$ cat src/logic/pcs_map.svh
`ifndef PCS_MAP_SVH
`define PCS_MAP_SVH

// Register offsets on the local register port
`define PCS_OFS_CTRL_A      8'h92
`define PCS_OFS_CTRL_B      8'h93
`define PCS_OFS_POLARITY    8'ha2
`define PCS_OFS_PORT_DATA   8'hc0
// Base address pairs: high byte at FIRST + 2*pin, low byte one above
`define PCS_OFS_BASE_FIRST  8'hb0

// Field positions
`define PCS_FLD_PIN_EVEN    3:0
`define PCS_FLD_PIN_ODD     7:4
`define PCS_FLD_POLARITY    7:4
`define PCS_FLD_PORT_DATA   3:0
`define PCS_BIT_HOLD        2
`define PCS_BIT_RMW_PIN     1
`define PCS_BIT_PULLUP      0

// Compare masks
`define PCS_MASK_A15_A0     16'hffff
`define PCS_MASK_A15_A1     16'hfffe
`define PCS_MASK_A15_A2     16'hfffc
`define PCS_MASK_A15_A8     16'hff00

// Reset values
`define PCS_RST_CFG         4'h0
`define PCS_RST_POLARITY    4'h0
`define PCS_RST_PORT_DATA   4'hf
`define PCS_RST_BASE        16'h0000

`endif

$ cat src/logic/pcs_pkg.sv
package pcs_pkg;

   typedef enum logic [1:0] {
      PCS_MODE_GPIO = 2'h0,
      PCS_MODE_RD   = 2'h1,
      PCS_MODE_WR   = 2'h2,
      PCS_MODE_RDWR = 2'h3
   } pcs_mode_t;

   typedef enum logic [1:0] {
      PCS_CMP_A15_A0 = 2'h0,
      PCS_CMP_A15_A1 = 2'h1,
      PCS_CMP_A15_A2 = 2'h2,
      PCS_CMP_A15_A8 = 2'h3
   } pcs_cmp_t;

   // Mode in the upper two bits, compare width in the lower two
   typedef struct packed {
      pcs_mode_t mode;
      pcs_cmp_t  cmp;
   } pcs_pin_cfg_t;

   typedef struct packed {
      logic [7:0] addr;
      logic [7:0] wdata;
      logic       wr;
      logic       rd;
   } pcs_reg_req_t;

   typedef struct packed {
      logic [15:0] addr;
      logic        rd;
      logic        wr;
   } pcs_ext_bus_t;

endpackage

$ cat src/logic/pcs_pin_sync.sv
`timescale 1ns/10ps
module pcs_pin_sync (
   input  wire logic       clk_in,
   input  wire logic       reset_n_in,
   input  wire logic [3:0] pin_in,
   output logic [3:0]      pin_out
);

   logic [3:0] stage1_reg;
   logic [3:0] stage2_reg;
   logic [3:0] stage3_reg;

   always_ff @(posedge clk_in or negedge reset_n_in) begin
      if (!reset_n_in) begin
         stage1_reg <= 4'hf;
         stage2_reg <= 4'hf;
         stage3_reg <= 4'hf;
      end else begin
         stage1_reg <= pin_in;
         stage2_reg <= stage1_reg;
         stage3_reg <= stage2_reg;
      end
   end

   // A bit changes only once the second and third stages agree
   for (genvar i = 0; i < 4; i++) begin : g_bit
      always_ff @(posedge clk_in or negedge reset_n_in) begin
         if (!reset_n_in) begin
            pin_out[i] <= 1'b1;
         end else if (stage2_reg[i] == stage3_reg[i]) begin
            pin_out[i] <= stage3_reg[i];
         end
      end
   end

endmodule // pcs_pin_sync

$ cat src/logic/pcs_addr_match.sv
`timescale 1ns/10ps
`include "pcs_map.svh"
module pcs_addr_match (
   input  wire logic [15:0]      addr_in,
   input  wire logic [15:0]      base_in,
   input  wire pcs_pkg::pcs_cmp_t width_in,
   output logic                  match_out
);

   logic [15:0] mask;

   always_comb begin
      case (width_in)
         pcs_pkg::PCS_CMP_A15_A0: begin
            mask = `PCS_MASK_A15_A0;
         end
         pcs_pkg::PCS_CMP_A15_A1: begin
            mask = `PCS_MASK_A15_A1;
         end
         pcs_pkg::PCS_CMP_A15_A2: begin
            mask = `PCS_MASK_A15_A2;
         end
         pcs_pkg::PCS_CMP_A15_A8: begin
            mask = `PCS_MASK_A15_A8;
         end
         default: begin
            mask = `PCS_MASK_A15_A0;
         end
      endcase
      match_out = ((addr_in ^ base_in) & mask) == 16'h0000;
   end

endmodule // pcs_addr_match

$ cat src/logic/pcs_port.sv
`timescale 1ns/10ps
`include "pcs_map.svh"
module pcs_port (
   input  wire logic                  clk_in,
   input  wire logic                  reset_n_in,
   input  wire pcs_pkg::pcs_reg_req_t reg_req_in,
   output logic [7:0]                 reg_rdata_out,
   input  wire pcs_pkg::pcs_ext_bus_t ext_bus_in,
   input  wire logic                  rmw_read_in,
   input  wire logic                  powerdown_in,
   input  wire logic                  ale_in,
   input  wire logic                  program_store_strobe_in,
   output logic                       ale_out,
   output logic                       program_store_strobe_out,
   output logic                       port0_weak_pullup_en_out,
   input  wire logic [3:0]            pin_in,
   output logic [3:0]                 pin_out,
   output logic [3:0]                 pin_oe_n_out
);

   pcs_pkg::pcs_pin_cfg_t [3:0] cfg_reg;
   logic [3:0]                  polarity_reg;
   logic                        powerdown_strobe_hold_reg;
   logic                        rmw_read_from_pin_reg;
   logic                        pullup_reg;
   logic [3:0]                  latch_reg;
   logic [15:0]                 base_reg [4];
   logic [3:0]                  match_w;
   logic [3:0]                  strobe_w;
   logic [3:0]                  level_next;
   logic [3:0]                  oe_n_next;
   logic [3:0]                  pin_sync_w;
   logic [3:0]                  data_read_w;
   logic                        wr_ctrl_a;
   logic                        wr_ctrl_b;
   logic                        wr_polarity;
   logic                        wr_data;

   assign wr_ctrl_a   = reg_req_in.wr && (reg_req_in.addr == `PCS_OFS_CTRL_A);
   assign wr_ctrl_b   = reg_req_in.wr && (reg_req_in.addr == `PCS_OFS_CTRL_B);
   assign wr_polarity = reg_req_in.wr && (reg_req_in.addr == `PCS_OFS_POLARITY);
   assign wr_data     = reg_req_in.wr && (reg_req_in.addr == `PCS_OFS_PORT_DATA);

   pcs_pin_sync u_pin_sync (
      .clk_in     (clk_in),
      .reset_n_in (reset_n_in),
      .pin_in     (pin_in),
      .pin_out    (pin_sync_w)
   );

   // Mode and compare-width fields
   always_ff @(posedge clk_in or negedge reset_n_in) begin
      if (!reset_n_in) begin
         cfg_reg <= {4{pcs_pkg::pcs_pin_cfg_t'(`PCS_RST_CFG)}};
      end else if (wr_ctrl_a) begin
         cfg_reg[0] <= pcs_pkg::pcs_pin_cfg_t'(reg_req_in.wdata[`PCS_FLD_PIN_EVEN]);
         cfg_reg[1] <= pcs_pkg::pcs_pin_cfg_t'(reg_req_in.wdata[`PCS_FLD_PIN_ODD]);
      end else if (wr_ctrl_b) begin
         cfg_reg[2] <= pcs_pkg::pcs_pin_cfg_t'(reg_req_in.wdata[`PCS_FLD_PIN_EVEN]);
         cfg_reg[3] <= pcs_pkg::pcs_pin_cfg_t'(reg_req_in.wdata[`PCS_FLD_PIN_ODD]);
      end
   end

   // Polarity and miscellaneous control; bit 3 is not stored
   always_ff @(posedge clk_in or negedge reset_n_in) begin
      if (!reset_n_in) begin
         polarity_reg              <= `PCS_RST_POLARITY;
         powerdown_strobe_hold_reg <= 1'b0;
         rmw_read_from_pin_reg     <= 1'b0;
         pullup_reg                <= 1'b0;
      end else if (wr_polarity) begin
         polarity_reg              <= reg_req_in.wdata[`PCS_FLD_POLARITY];
         powerdown_strobe_hold_reg <= reg_req_in.wdata[`PCS_BIT_HOLD];
         rmw_read_from_pin_reg     <= reg_req_in.wdata[`PCS_BIT_RMW_PIN];
         pullup_reg                <= reg_req_in.wdata[`PCS_BIT_PULLUP];
      end
   end

   assign port0_weak_pullup_en_out = pullup_reg;

   // Port data latch
   always_ff @(posedge clk_in or negedge reset_n_in) begin
      if (!reset_n_in) begin
         latch_reg <= `PCS_RST_PORT_DATA;
      end else if (wr_data) begin
         latch_reg <= reg_req_in.wdata[`PCS_FLD_PORT_DATA];
      end
   end

   // Per-pin base address, comparator and output selection
   for (genvar i = 0; i < 4; i++) begin : g_pin
      logic       wr_hi;
      logic       wr_lo;
      logic [7:0] ofs_hi;

      assign ofs_hi = `PCS_OFS_BASE_FIRST + 8'(2 * i);
      assign wr_hi  = reg_req_in.wr && (reg_req_in.addr == ofs_hi);
      assign wr_lo  = reg_req_in.wr && (reg_req_in.addr == ofs_hi + 8'h01);

      always_ff @(posedge clk_in or negedge reset_n_in) begin
         if (!reset_n_in) begin
            base_reg[i] <= `PCS_RST_BASE;
         end else if (wr_hi) begin
            base_reg[i][15:8] <= reg_req_in.wdata;
         end else if (wr_lo) begin
            base_reg[i][7:0] <= reg_req_in.wdata;
         end
      end

      pcs_addr_match u_match (
         .addr_in   (ext_bus_in.addr),
         .base_in   (base_reg[i]),
         .width_in  (cfg_reg[i].cmp),
         .match_out (match_w[i])
      );

      always_comb begin
         case (cfg_reg[i].mode)
            pcs_pkg::PCS_MODE_GPIO: begin
               strobe_w[i] = 1'b0;
            end
            pcs_pkg::PCS_MODE_RD: begin
               strobe_w[i] = match_w[i] && ext_bus_in.rd;
            end
            pcs_pkg::PCS_MODE_WR: begin
               strobe_w[i] = match_w[i] && ext_bus_in.wr;
            end
            pcs_pkg::PCS_MODE_RDWR: begin
               strobe_w[i] = match_w[i] && (ext_bus_in.rd || ext_bus_in.wr);
            end
            default: begin
               strobe_w[i] = 1'b0;
            end
         endcase
      end

      // Quasi-bidirectional pin drives only low; strobe pins are always driven
      assign level_next[i] = (cfg_reg[i].mode == pcs_pkg::PCS_MODE_GPIO) ?
                             latch_reg[i] :
                             ~(strobe_w[i] ^ polarity_reg[i]);
      assign oe_n_next[i]  = (cfg_reg[i].mode == pcs_pkg::PCS_MODE_GPIO) ?
                             latch_reg[i] : 1'b0;
   end

   // Pins follow the access level one cycle later, as long as it lasts
   always_ff @(posedge clk_in or negedge reset_n_in) begin
      if (!reset_n_in) begin
         pin_out      <= 4'hf;
         pin_oe_n_out <= 4'hf;
      end else begin
         pin_out      <= level_next;
         pin_oe_n_out <= oe_n_next;
      end
   end

   // Address latch and program store strobes
   always_ff @(posedge clk_in or negedge reset_n_in) begin
      if (!reset_n_in) begin
         ale_out                  <= 1'b1;
         program_store_strobe_out <= 1'b1;
      end else if (powerdown_in) begin
         ale_out                  <= powerdown_strobe_hold_reg;
         program_store_strobe_out <= powerdown_strobe_hold_reg;
      end else begin
         ale_out                  <= ale_in;
         program_store_strobe_out <= program_store_strobe_in;
      end
   end

   // Read-modify-write takes the latch unless pin reading is selected
   assign data_read_w = (rmw_read_in && !rmw_read_from_pin_reg) ?
                        latch_reg : pin_sync_w;

   always_ff @(posedge clk_in or negedge reset_n_in) begin
      if (!reset_n_in) begin
         reg_rdata_out <= 8'h00;
      end else if (reg_req_in.rd) begin
         reg_rdata_out <= 8'h00;
         if (reg_req_in.addr == `PCS_OFS_CTRL_A) begin
            reg_rdata_out <= {cfg_reg[1], cfg_reg[0]};
         end else if (reg_req_in.addr == `PCS_OFS_CTRL_B) begin
            reg_rdata_out <= {cfg_reg[3], cfg_reg[2]};
         end else if (reg_req_in.addr == `PCS_OFS_POLARITY) begin
            reg_rdata_out <= {polarity_reg, 1'b0, powerdown_strobe_hold_reg,
                              rmw_read_from_pin_reg, pullup_reg};
         end else if (reg_req_in.addr == `PCS_OFS_PORT_DATA) begin
            reg_rdata_out <= {4'h0, data_read_w};
         end else begin
            for (int k = 0; k < 4; k++) begin
               if (reg_req_in.addr == `PCS_OFS_BASE_FIRST + 8'(2 * k)) begin
                  reg_rdata_out <= base_reg[k][15:8];
               end
               if (reg_req_in.addr == `PCS_OFS_BASE_FIRST + 8'(2 * k + 1)) begin
                  reg_rdata_out <= base_reg[k][7:0];
               end
            end
         end
      end else begin
         reg_rdata_out <= 8'h00;
      end
   end

   for (genvar j = 0; j < 4; j++) begin : g_chk
      logic [15:0] diff;
      assign diff = ext_bus_in.addr ^ base_reg[j];

   end
endmodule // pcs_port

$ cat config.mk
export PLATFORM = sky130hd
export DESIGN_NAME = pcs_port
export DESIGN_NICKNAME = d
export VERILOG_FILES = /design/src/logic/pcs_pkg.sv /design/src/logic/pcs_pin_sync.sv /design/src/logic/pcs_addr_match.sv /design/src/logic/pcs_port.sv
export VERILOG_INCLUDE_DIRS = /design/src /design/src/logic
export SDC_FILE = /design/constraint.sdc
export NUM_CORES = 1
export LEC_CHECK = 0
export BUFFER_PORTS_ARGS = -buffer_cell sky130_fd_sc_hd__buf_2
export CAP_MARGIN = 0
export CELL_PAD_IN_SITES_DETAIL_PLACEMENT = 1
export CELL_PAD_IN_SITES_GLOBAL_PLACEMENT = 2
export CORE_AREA = 2 2 150 152
export DETAILED_ROUTE_END_ITERATION = 10
export DIE_AREA = 0 0 152 154
export PLACE_DENSITY_LB_ADDON = 0.1
export SYNTH_ARGS = -nofsm -noshare
export SYNTH_HDL_FRONTEND = slang
export SYNTH_HIERARCHICAL = 1
export SYNTH_SLANG_ARGS = --single-unit
$ cat constraint.sdc
create_clock -name clk_in -period 1.6 [get_ports clk_in]
set_input_delay 0.08 -clock clk_in [delete_from_list [all_inputs] [get_ports clk_in]]
set_output_delay 0.08 -clock clk_in [all_outputs]
set_load 0.005 [all_outputs]
Word level (Yosys, flattened, before mapping)
Index checks and enable logic that the tools add are counted.

cells by class
  mux-type cells = 32
  bitwise gates (word level) = 21
  equality and inequality tests = 40
  reductions and logical operators = 44

operators by type and width
  kind                                            count
  one-hot mux 16 bit (4 select lines)             4
  2-to-1 mux 8 bit                                13
  == test 8 bit (second input constant)           12
  AND 16 bit                                      4
  zero test 16 bit                                4
  bitwise XOR 16 bit                              4
  == test 2 bit (second input constant)           16
  logical AND 1 bit                               25
  == test 2 x 1 -> 1 bit (second input constant)  8
  zero test 2 bit                                 8
  one-hot mux 1 bit (4 select lines)              4
  2-to-1 mux 1 bit                                10
  AND reduction 2 bit                             5
  NOT 1 bit                                       9
  == test 1 bit                                   4
  2-to-1 mux 4 bit                                1
  bitwise XOR 1 bit                               4
  zero test 1 bit                                 1
  logical OR 1 bit                                1

storage, ports and cells
  output and inout port bits = 19
  logic and storage cells = 170
  flip-flop bits (word level) = 125
  input bits = 46

Depth between registers and ports, before layout
Gate-level depths: netlist of run 1.

  word-level depth = 14
  gate-level depth with buffers = 8
  mapped depth without buffers = 7

By module
Netlist of run 1, hierarchy kept.

by module, submodules not included
  module          cells an instance  times used  area an instance (sq um)  sequential area each (sq um)
  pcs_port        402                1           5192.5                    2745.1
  pcs_addr_match  25                 4           196.4                     0.0
  pcs_pin_sync    20                 1           465.4                     420.4

Worst setup path before layout of run 1
OpenSTA, ideal clock, no wires.

  kind = flip-flop to flip-flop
  start point = reg base_reg[39] (netlist name)
  end point = reg pin_out[1] (netlist name)
  setup slack = 0.104 ns
  required time = 1.527 ns
  clock period less this slack = 1.496 ns
  buffers on the path = 0
  stages on the path, launching flop included = 8
  setup time = 0.073 ns
  arrival = 1.422 ns
  cells stage by stage = dfrtp_1 -> xor2_1 -> nor4_2 -> o2111ai_1 -> a31oi_1 -> nand2_1 -> xnor2_1 -> o21bai_1

RTL lines
  item                              line             text
  start: declaration                pcs_port.sv:27   logic [15:0] base_reg [4];
  start signal: indexed assignment  pcs_port.sv:102  base_reg[i] <= `PCS_RST_BASE;
  start signal: indexed assignment  pcs_port.sv:104  base_reg[i][15:8] <= reg_req_in.wdata;
  start signal: indexed assignment  pcs_port.sv:106  base_reg[i][7:0] <= reg_req_in.wdata;

==> results of run 1 <==
layout by cell type, fill, tap and decap left out, drive strengths merged, types with 2 or more instances in the layout:
| master | instances |
|---|---|
| a21oi | 11 |
| nand4 | 2 |
| dlygate4sd3 | 9 |
| dfstp | 30 |
| a22o | 5 |
| a31oi | 6 |
| mux2i | 8 |
| nor2 | 20 |
| inv | 11 |
| nand2b | 7 |
| a221oi | 3 |
| and2 | 6 |
| xor2 | 56 |
| nand2 | 34 |
| nor3 | 5 |
| dfrtp | 95 |
| and3 | 3 |
| xnor2 | 12 |
| clkbuf | 21 |
| o221ai | 4 |
| o211ai | 3 |
| clkinv | 6 |
| buf | 170 |
| o21bai | 4 |
| o2111ai | 4 |
| o21a | 4 |
| a211oi | 2 |
| nand3 | 12 |
| maj3 | 4 |
| o21ai | 15 |
| nor2b | 5 |
| mux2 | 94 |
| mux4 | 9 |
| nor4 | 12 |
cell families (layout without fill, tap and decap cells):
| kind of cell | after synthesis | after routing | share of synthesized area |
|---|---|---|---|
| mux | 111 | 111 | 0.208 |
| buf+inv | 32 | 218 | 0.0258 |
| compound gates | 71 | 71 | 0.0761 |
| xor+xnor | 68 | 68 | 0.0924 |
| simple gates | 111 | 111 | 0.0992 |
| flops | 125 | 125 | 0.491 |
| fa+ha+maj | 4 | 4 | 0.00699 |
layout make-up:
cell class / instances / area, sq um / share of cell area
repair buffers: 179 / 1320 / 0.148
inverters: 7 / 26.3 / 0.00296
clock buffers: 21 / 503 / 0.0567
well taps: 280 / 350 / 0.0395
flip-flops and latches: 125 / 3170 / 0.357
clock inverters: 11 / 101 / 0.0114
multi-input cells: 365 / 3420 / 0.385
metrics by stage:
stage               worst slack (ns)  hold WS, ns
floorplan                      0.104       -0.216
global placement              -0.407       0.0445
detailed placement            -0.447       0.0464
CTS                           -0.199        0.100
global route                  -0.384        0.120
finish                        -0.232        0.107
synth_stat cells (2+ instances only):
cell / count
a31oi_1: 6
nor4_2: 4
dfrtp_1: 95
clkbuf_1: 12
mux4_2: 9
a211oi_1: 2
buf_2: 7
a221oi_1: 3
o2111ai_1: 4
nor3_4: 2
nand2b_1: 7
o211ai_1: 3
o21a_1: 4
mux2i_1: 8
inv_1: 6
and3_1: 3
buf_6: 5
and2_1: 6
nand3_1: 10
o21ai_0: 15
nand4_1: 2
nor4_1: 8
xor2_1: 56
a21oi_1: 11
a22o_1: 5
maj3_2: 4
mux2_2: 94
nor2b_1: 4
nor2_1: 20
nand3_2: 2
o221ai_1: 4
o21bai_1: 4
nor3_1: 3
dfstp_2: 30
nand2_2: 6
xnor2_1: 12
nand2_1: 27
report_power, final:
| part | total, mW | switching, mW | internal [mW] |
|---|---|---|---|
| logic | 1.05 | 0.551 | 0.496 |
| registers | 3.48 | 0.125 | 3.36 |
| clock network | 3.96 | 1.54 | 2.42 |
final timing paths:
kind                                           from                       end  cells after the start
min                                   reg_req_in[7]              base_reg[13]                      2
min in group asynchronous                reset_n_in              base_reg[21]                      2
max in group asynchronous                reset_n_in              base_reg[62]                      3
min reg2reg                u_pin_sync/stage1_reg[3]  u_pin_sync/stage2_reg[3]                      0
max reg2reg                            base_reg[18]                pin_out[2]                      8
max                                    base_reg[18]                pin_out[2]                      8
layer usage:
metal	global-route usage	routed length, microns	part of all wire
met5	0	0	0
met4	0.0449	197	0.0092
met3	0.0358	446	0.021
met2	0.320	10500	0.49
met1	0.254	10200	0.48
timing repair:
item | CTS | global route
setup buffers | 6 | 1
hold buffers | 9 | 0
pin swaps | 19 | 18
hold endpoints to repair | 52 | 0
setup endpoints to repair | 7 | 9
gates resized for setup | 38 | 20
==> impl_results.rst, run 1 <==
.. list-table::
   :header-rows: 1

   * - Metric
     - Value
   * - Result of the run
     - finished with violations
   * - Violations in the final reports
     - setup timing
   * - Family with the most delay on the worst path
     - compound AO/OA/AOI/OAI gates
   * - Largest clock skew in the final design
     - 0.0108 ns
   * - RSZ-0062 raised after global routing
     - yes
   * - Static leakage power
     - 4.25 nW
   * - Initial antenna violation count
     - 0
   * - Horizontal die dimension
     - 152 microns
   * - Synthesis-stage register bit count
     - 125
   * - Largest register FFs
     - 64
   * - Half-perimeter wire length after placement
     - 16400 microns
   * - Non-Filler Cell Area, Final
     - 0.00888 sq mm
   * - Number of global-route vias before repair
     - 5491
   * - Initial standard-cell utilization of the core
     - 0.297
   * - Worst setup slack after layout
     - -0.232 ns
   * - Global Route Usage Sum
     - 0.190
   * - Post-layout nets
     - 741
   * - DRC Markers
     - 0
   * - Remaining global-route overflow
     - 0
   * - Worst max-slew margin expressed relative to the limit
     - 0.697
   * - Period minus WS final
     - 1.83 ns
   * - Biggest cell delay along the critical path
     - 0.40 ns
   * - Post-Route WL
     - 21300 microns
   * - Clock sinks
     - 125
   * - Post-detailed-placement cell area
     - 0.00784 sq mm
   * - Die Span Y
     - 154 microns
   * - Fin crit share
     - 1.15
   * - Count of vias placed by the detailed router
     - 4833
   * - Final count of negative-setup-slack endpoints
     - 6
   * - Nature of the critical path endpoint
     - flip-flop
   * - I/O pins
     - 65
   * - Fraction of post-synthesis cell area in the top cell type by area
     - 0.369
   * - Power density relative to cell area
     - 956 mW/mm^2
   * - Vias per cell
     - 4.89
   * - Share of flip-flops with an asynchronous set or reset
     - 1.00
   * - Area growth, synth to finish
     - 37.8%
   * - Worst Max-Slew Pin Slew
     - 0.450 ns
   * - Sum Neg Setup Slack
     - -0.670 ns
   * - Largest cells by area after synthesis
     - dfrtp_1 37%, mux2_2 16%, dfstp_2 12%, xor2_1 7.6%, mux4_2 3.1%
   * - Required @ worst endpoint
     - 1.95 ns
   * - HP Class
     - in2reg
   * - Number of standard cells after synthesis
     - 522
   * - Final design utilization
     - 0.409
   * - Final RePlAce weighted congestion
     - 0.801
   * - Max-capacitance violation count
     - 0
   * - Register clock-pin slew on the reported worst setup and hold paths
     - 0.06 ns
   * - Setup Crit Path Kind
     - reg2reg
   * - CTS H-Tree Depth
     - 4
   * - Master of the slowest instance on the critical path
     - dfrtp_1
   * - Data arrival at the endpoint of the critical path
     - 2.18 ns
   * - Total power after layout
     - 8.49 mW
   * - Library cell used as clock root buffer
     - clkbuf_16
   * - Number of standard-cell rows in the floorplan
     - 54
   * - Final Hold Viols
     - 0
   * - Post-route insts no fill
     - 988
   * - Net count after synthesis
     - 568
   * - Wire length of the first global-routing pass
     - 33500 microns
   * - Part of the Yosys area used for sequential elements
     - 0.491
   * - Largest net degree at the start of global routing
     - 58
   * - Number of inserted diodes
     - 0
   * - Number of enable-type register cells in the synthesized netlist
     - 0
   * - Ys flop type
     - dfrtp_1
   * - Max frequency
     - 546 MHz
   * - Floorplan Core Area
     - 0.0217 sq mm
   * - Die area
     - 0.0234 sq mm
   * - Input/output buffers
     - 64
   * - # placed instances
     - 943
   * - Total clock buffers created by CTS
     - 17
   * - Per-instance average area after synthesis
     - 12.3 sq um
   * - Filler Cell Count
     - 2317
   * - Antenna-violating nets left
     - 0
   * - Number of pins with negative max-slew slack in the final report
     - 0
   * - Wire length per cell
     - 21.6 microns
   * - Reg-to-reg setup timing slack
     - -0.23 ns
   * - Count of routing violations after the opening detailed-route iteration
     - 180
   * - Number of detailed-route iterations in the first pass
     - 4
   * - Max Root-Sink Buffers
     - 2
   * - CP Buf/Inv Count
     - 1
   * - Category of the worst setup path launch point
     - flip-flop
   * - Top cell type by total area after synthesis
     - dfrtp_1
   * - Maximum VDD drop
     - 0.000665 V
   * - Number of distinct standard cells referenced by the synthesized netlist
     - 56
   * - Clock tree from TritonCTS
     - yes
   * - Warnings from Yosys
     - 6
   * - Post-Syn Area
     - 0.00644 sq mm
   * - CP Cell Sequence
     - xor2_1 > nor4_2 > buf_4 > o2111ai_4 > a31oi_4 > nand2_2 > xnor2_2 > o21bai_1
   * - Maximum fanout along the worst path
     - 3
   * - Share of post-route cells with drive strength above 1
     - 0.559
   * - Clock latency reported for the late side of the worst-skew pair
     - 0.42 ns
Note: power is estimated with default switching activity, not from simulation.
==> run 2: changes to the inputs <==
--- a/config.mk
+++ b/config.mk
@@ -13,7 +13,7 @@
 export CORE_AREA = 2 2 150 152
 export DETAILED_ROUTE_END_ITERATION = 10
 export DIE_AREA = 0 0 152 154
-export PLACE_DENSITY_LB_ADDON = 0.1
+export PLACE_DENSITY_LB_ADDON = 0.08
 export SYNTH_ARGS = -nofsm -noshare
 export SYNTH_HDL_FRONTEND = slang
 export SYNTH_HIERARCHICAL = 1
==> constraint.sdc (replaced) <==
create_clock -name clk_in -period 2.2 [get_ports clk_in]
set_input_delay 0.11 -clock clk_in [delete_from_list [all_inputs] [get_ports clk_in]]
set_output_delay 0.11 -clock clk_in [all_outputs]
set_load 0.005 [all_outputs]
==> impl_results.rst, run 2 (synthesis gave the netlist of run 1 again) <==
.. list-table::
   :header-rows: 1

   * - Metric
     - Value
   * - Result of the run
     - finished clean
   * - Largest net degree at the start of global routing
     - 62 (+6.9%)
   * - Input/output buffers
     - 64 (unchanged)
   * - Post-cts sizing count
     - 0 (-100%)
   * - Period minus WS final
     - 2.03 ns (+0.198 ns)
   * - Most frequent cells in the layout
     - 95 x dfrtp_1, 94 x mux2_2, 63 x buf_2, 56 x xor2_1, 30 x dfstp_2
   * - Post-Route WL
     - 20800 microns (-2.2%)
   * - Switching Power
     - 1.57 mW (-29%)
   * - Wire length per cell
     - 23.1 microns (+7.2%)
   * - Initial antenna violation count
     - 0 (unchanged)
   * - Horizontal die dimension
     - 152 microns (unchanged)
   * - Critical path's most frequent cell
     - nand2_1
   * - Post-layout nets
     - 654 (-12%)
   * - # placed instances
     - 861 (-8.7%)
   * - Switching power as a share of total power
     - 0.252 (-0.00925)
   * - Worst max-slew margin expressed relative to the limit
     - 0.584 (-0.113)
   * - Die area
     - 0.0234 sq mm (unchanged)
   * - Portion of total power attributed to sequential cells
     - 0.410 (about the same)
   * - Family with the most delay on the worst path
     - simple AND/OR/NAND/NOR gates
   * - CTS H-Tree Depth
     - 4 (unchanged)
   * - Total clock buffers created by CTS
     - 17 (unchanged)
   * - Largest clock skew in the final design
     - 0.00620 ns (-0.00463 ns)
   * - Post-Route Hold Slack
     - 0.0256 ns (-0.0809 ns)
   * - Register clock-pin slew on the reported worst setup and hold paths
     - 0.06 ns (about the same)
   * - Hold wc startpoint
     - reg_req_in[0]
   * - RSZ-0062 raised after global routing
     - no
   * - Initial standard-cell utilization of the core
     - 0.297 (unchanged)
   * - Worst Max-Slew Pin Slew
     - 0.616 ns (+0.166 ns)
   * - Setup Crit Path Kind
     - reg2reg
   * - Category of the worst setup path launch point
     - flip-flop
   * - Die Span Y
     - 154 microns (unchanged)
   * - Floorplan Core Area
     - 0.0217 sq mm (unchanged)
   * - Master of the slowest instance on the critical path
     - nor4_1
   * - Destination of the worst register-to-register timing path
     - pin_out[1]
   * - Final Hold Viols
     - 0 (unchanged)
   * - Area growth, synth to finish
     - 22.4%
   * - Most frequent standard cell in the layout excluding fill and tap cells
     - dfrtp_1
   * - Maximum fanout along the worst path
     - 3 (unchanged)
   * - Max-capacitance violation count
     - 0 (unchanged)
   * - Total area of multi-input combinational cells
     - 0.00311 sq mm (-8.9%)
   * - Combinational Power Share
     - 0.096 (-0.027)
   * - Half-perimeter wire length after placement
     - 15500 microns (-5.4%)
   * - Number of pins with negative max-slew slack in the final report
     - 0 (unchanged)
   * - Number of inserted diodes
     - 0 (unchanged)
   * - CP Buf/Inv Count
     - 1 (unchanged)
   * - Fin crit share
     - 0.923 (-0.222)
   * - Max Root-Sink Buffers
     - 2 (unchanged)
   * - Clock sinks
     - 125 (unchanged)
   * - Sum Neg Setup Slack
     - 0 ns (+0.670 ns)
   * - DRC Markers
     - 0 (unchanged)
   * - Worst hold endpoint
     - reg_rdata_out[0]
   * - Data arrival at the endpoint of the critical path
     - 2.38 ns (+0.20 ns)
   * - HP Class
     - in2reg
   * - Global Route Usage Sum
     - 0.188 (-0.00226)
   * - CP Cell Sequence
     - xor2_1 > nor4_1 > buf_4 > nand2_1 > a31oi_1 > nand2_1 > xnor2_1 > o21bai_1
   * - Max frequency
     - 493 MHz (-9.8%)
   * - Cells on Worst Hold Path
     - 3 (+1)
   * - Maximum VDD drop
     - 0.000412 V (-38%)
   * - Clock tree from TritonCTS
     - yes
   * - Count of vias placed by the detailed router
     - 4493 (-7.0%)
   * - Count of routing violations after the opening detailed-route iteration
     - 204 (+13%)
   * - Reg-to-reg setup timing slack
     - 0.17 ns (+0.40 ns)
   * - Number of detailed-route iterations in the first pass
     - 4 (unchanged)
   * - I/O pins
     - 65 (unchanged)
   * - Final RePlAce weighted congestion
     - 0.822 (+2.6%)
   * - Cell-internal power
     - 4.65 mW (-26%)
   * - Number of standard-cell rows in the floorplan
     - 54 (unchanged)
   * - Largest register FFs
     - 64 (unchanged)
   * - Antenna-violating nets left
     - 0 (unchanged)
   * - Clock latency reported for the late side of the worst-skew pair
     - 0.42 ns (about the same)
   * - Share of post-route cells with drive strength above 1
     - 0.438 (-0.121)
   * - Number of global-route vias before repair
     - 5034 (-8.3%)
   * - Filler Cell Count
     - 2338 (+0.91%)
   * - Nature of the critical path endpoint
     - flip-flop
   * - Biggest cell delay along the critical path
     - 0.48 ns (+0.08 ns)
   * - Required @ worst endpoint
     - 2.55 ns (+0.60 ns)
   * - Static leakage power
     - 3.72 nW (-12%)
   * - Sequential Area
     - 0.00317 sq mm (unchanged)
   * - Part of the total power dissipated in the clock network
     - 0.494 (+0.028)
   * - Post-route insts no fill
     - 901 (-8.8%)
   * - Power density relative to cell area
     - 788 mW/mm^2 (-18%)
   * - Wire length of the first global-routing pass
     - 32600 microns (-2.6%)
   * - Vias per cell
     - 4.99 (+1.9%)
   * - Library cell used as clock root buffer
     - clkbuf_16
   * - FF-to-FF path depth
     - 8 (unchanged)
   * - Launch point of the worst reg-to-reg path
     - base_reg[47]
   * - Final count of negative-setup-slack endpoints
     - 0 (-6)
   * - Remaining global-route overflow
     - 0 (unchanged)
run 2: cell count changes in the layout (fill, tap and decap cells not counted), sizes merged:
cell         before  now
buf             170   84
bufinv            1    2
clkbuf           21   22
clkinv            6    3
dlygate4sd3       9    8
inv              11   12
run 2: how the worst max path moves through the flow:
stage,start,to,slack [ns],cells after the start
2_1_floorplan,reg_req_in[11],reg_rdata_out[2],0.69,8
3_3_place_gp,reg_req_in[11],reg_rdata_out[1],0.16,8
3_5_place_dp,reg_req_in[13],base_reg[37],0.15,6
4_1_cts,base_reg[47],pin_out[1],0.15,8
5_1_grt,base_reg[47],pin_out[1],0.04,8
6_report,base_reg[47],pin_out[1],0.17,8
run 2: stage by stage:
stage / setup WS, ns / area (sq um) / utilization / power (mW)
4_1_cts: 0.146 / 7890 / 0.364 / 6.31
5_1_grt: 0.0391 / 7890 / 0.364 / 6.48
2_1_floorplan: 0.687 / 6440 / - / 2.87
3_3_place_gp: 0.165 / 7160 / 0.330 / 3.18
3_5_place_dp: 0.154 / 7160 / 0.330 / 3.19
6_report: 0.170 / 7890 / 0.364 / 6.22
run 2: power by group through the flow:
stage	clock network [mW]	registers, mW	logic (mW)
after floorplan	0	2.55	0.326
after global placement	0	2.59	0.590
after detailed placement	0	2.59	0.596
after CTS	3.15	2.55	0.610
after global routing	3.25	2.57	0.659
final	3.07	2.55	0.598
run 2: area by class of cell:
class / instances / area share
Sequential cell: 125 / 0.401
Tap cell: 280 / 0.0444
Clock buffer: 22 / 0.0669
Clock inverter: 10 / 0.0149
Timing Repair Buffer: 92 / 0.0748
Inverter: 7 / 0.00333
Multi-Input combinational cell: 365 / 0.394
run 2: timing repair:
item / in CTS / in global routing
setup buffers: 0 / 0
hold buffers: 8 / 0
hold endpoints to repair: 101 / 0
run 2: per-layer routing:
metal / up-vias / GRT usage / share of wire
met3: 16 / 0.0302 / 0.024
met4: 0 / 0.0534 / 0.011
met2: 64 / 0.307 / 0.48
li1: 2064 / - / -
met1: 2349 / 0.258 / 0.48
met5: - / 0 / 0
run 2: worst register-to-register path, stage by stage (launching register included):
cell and delay (ns):
dfrtp_1 0.41, xor2_1 0.17, nor4_1 0.48, buf_4 0.19
nand2_1 0.11, a31oi_1 0.24, nand2_1 0.10, xnor2_1 0.13
o21bai_1 0.13
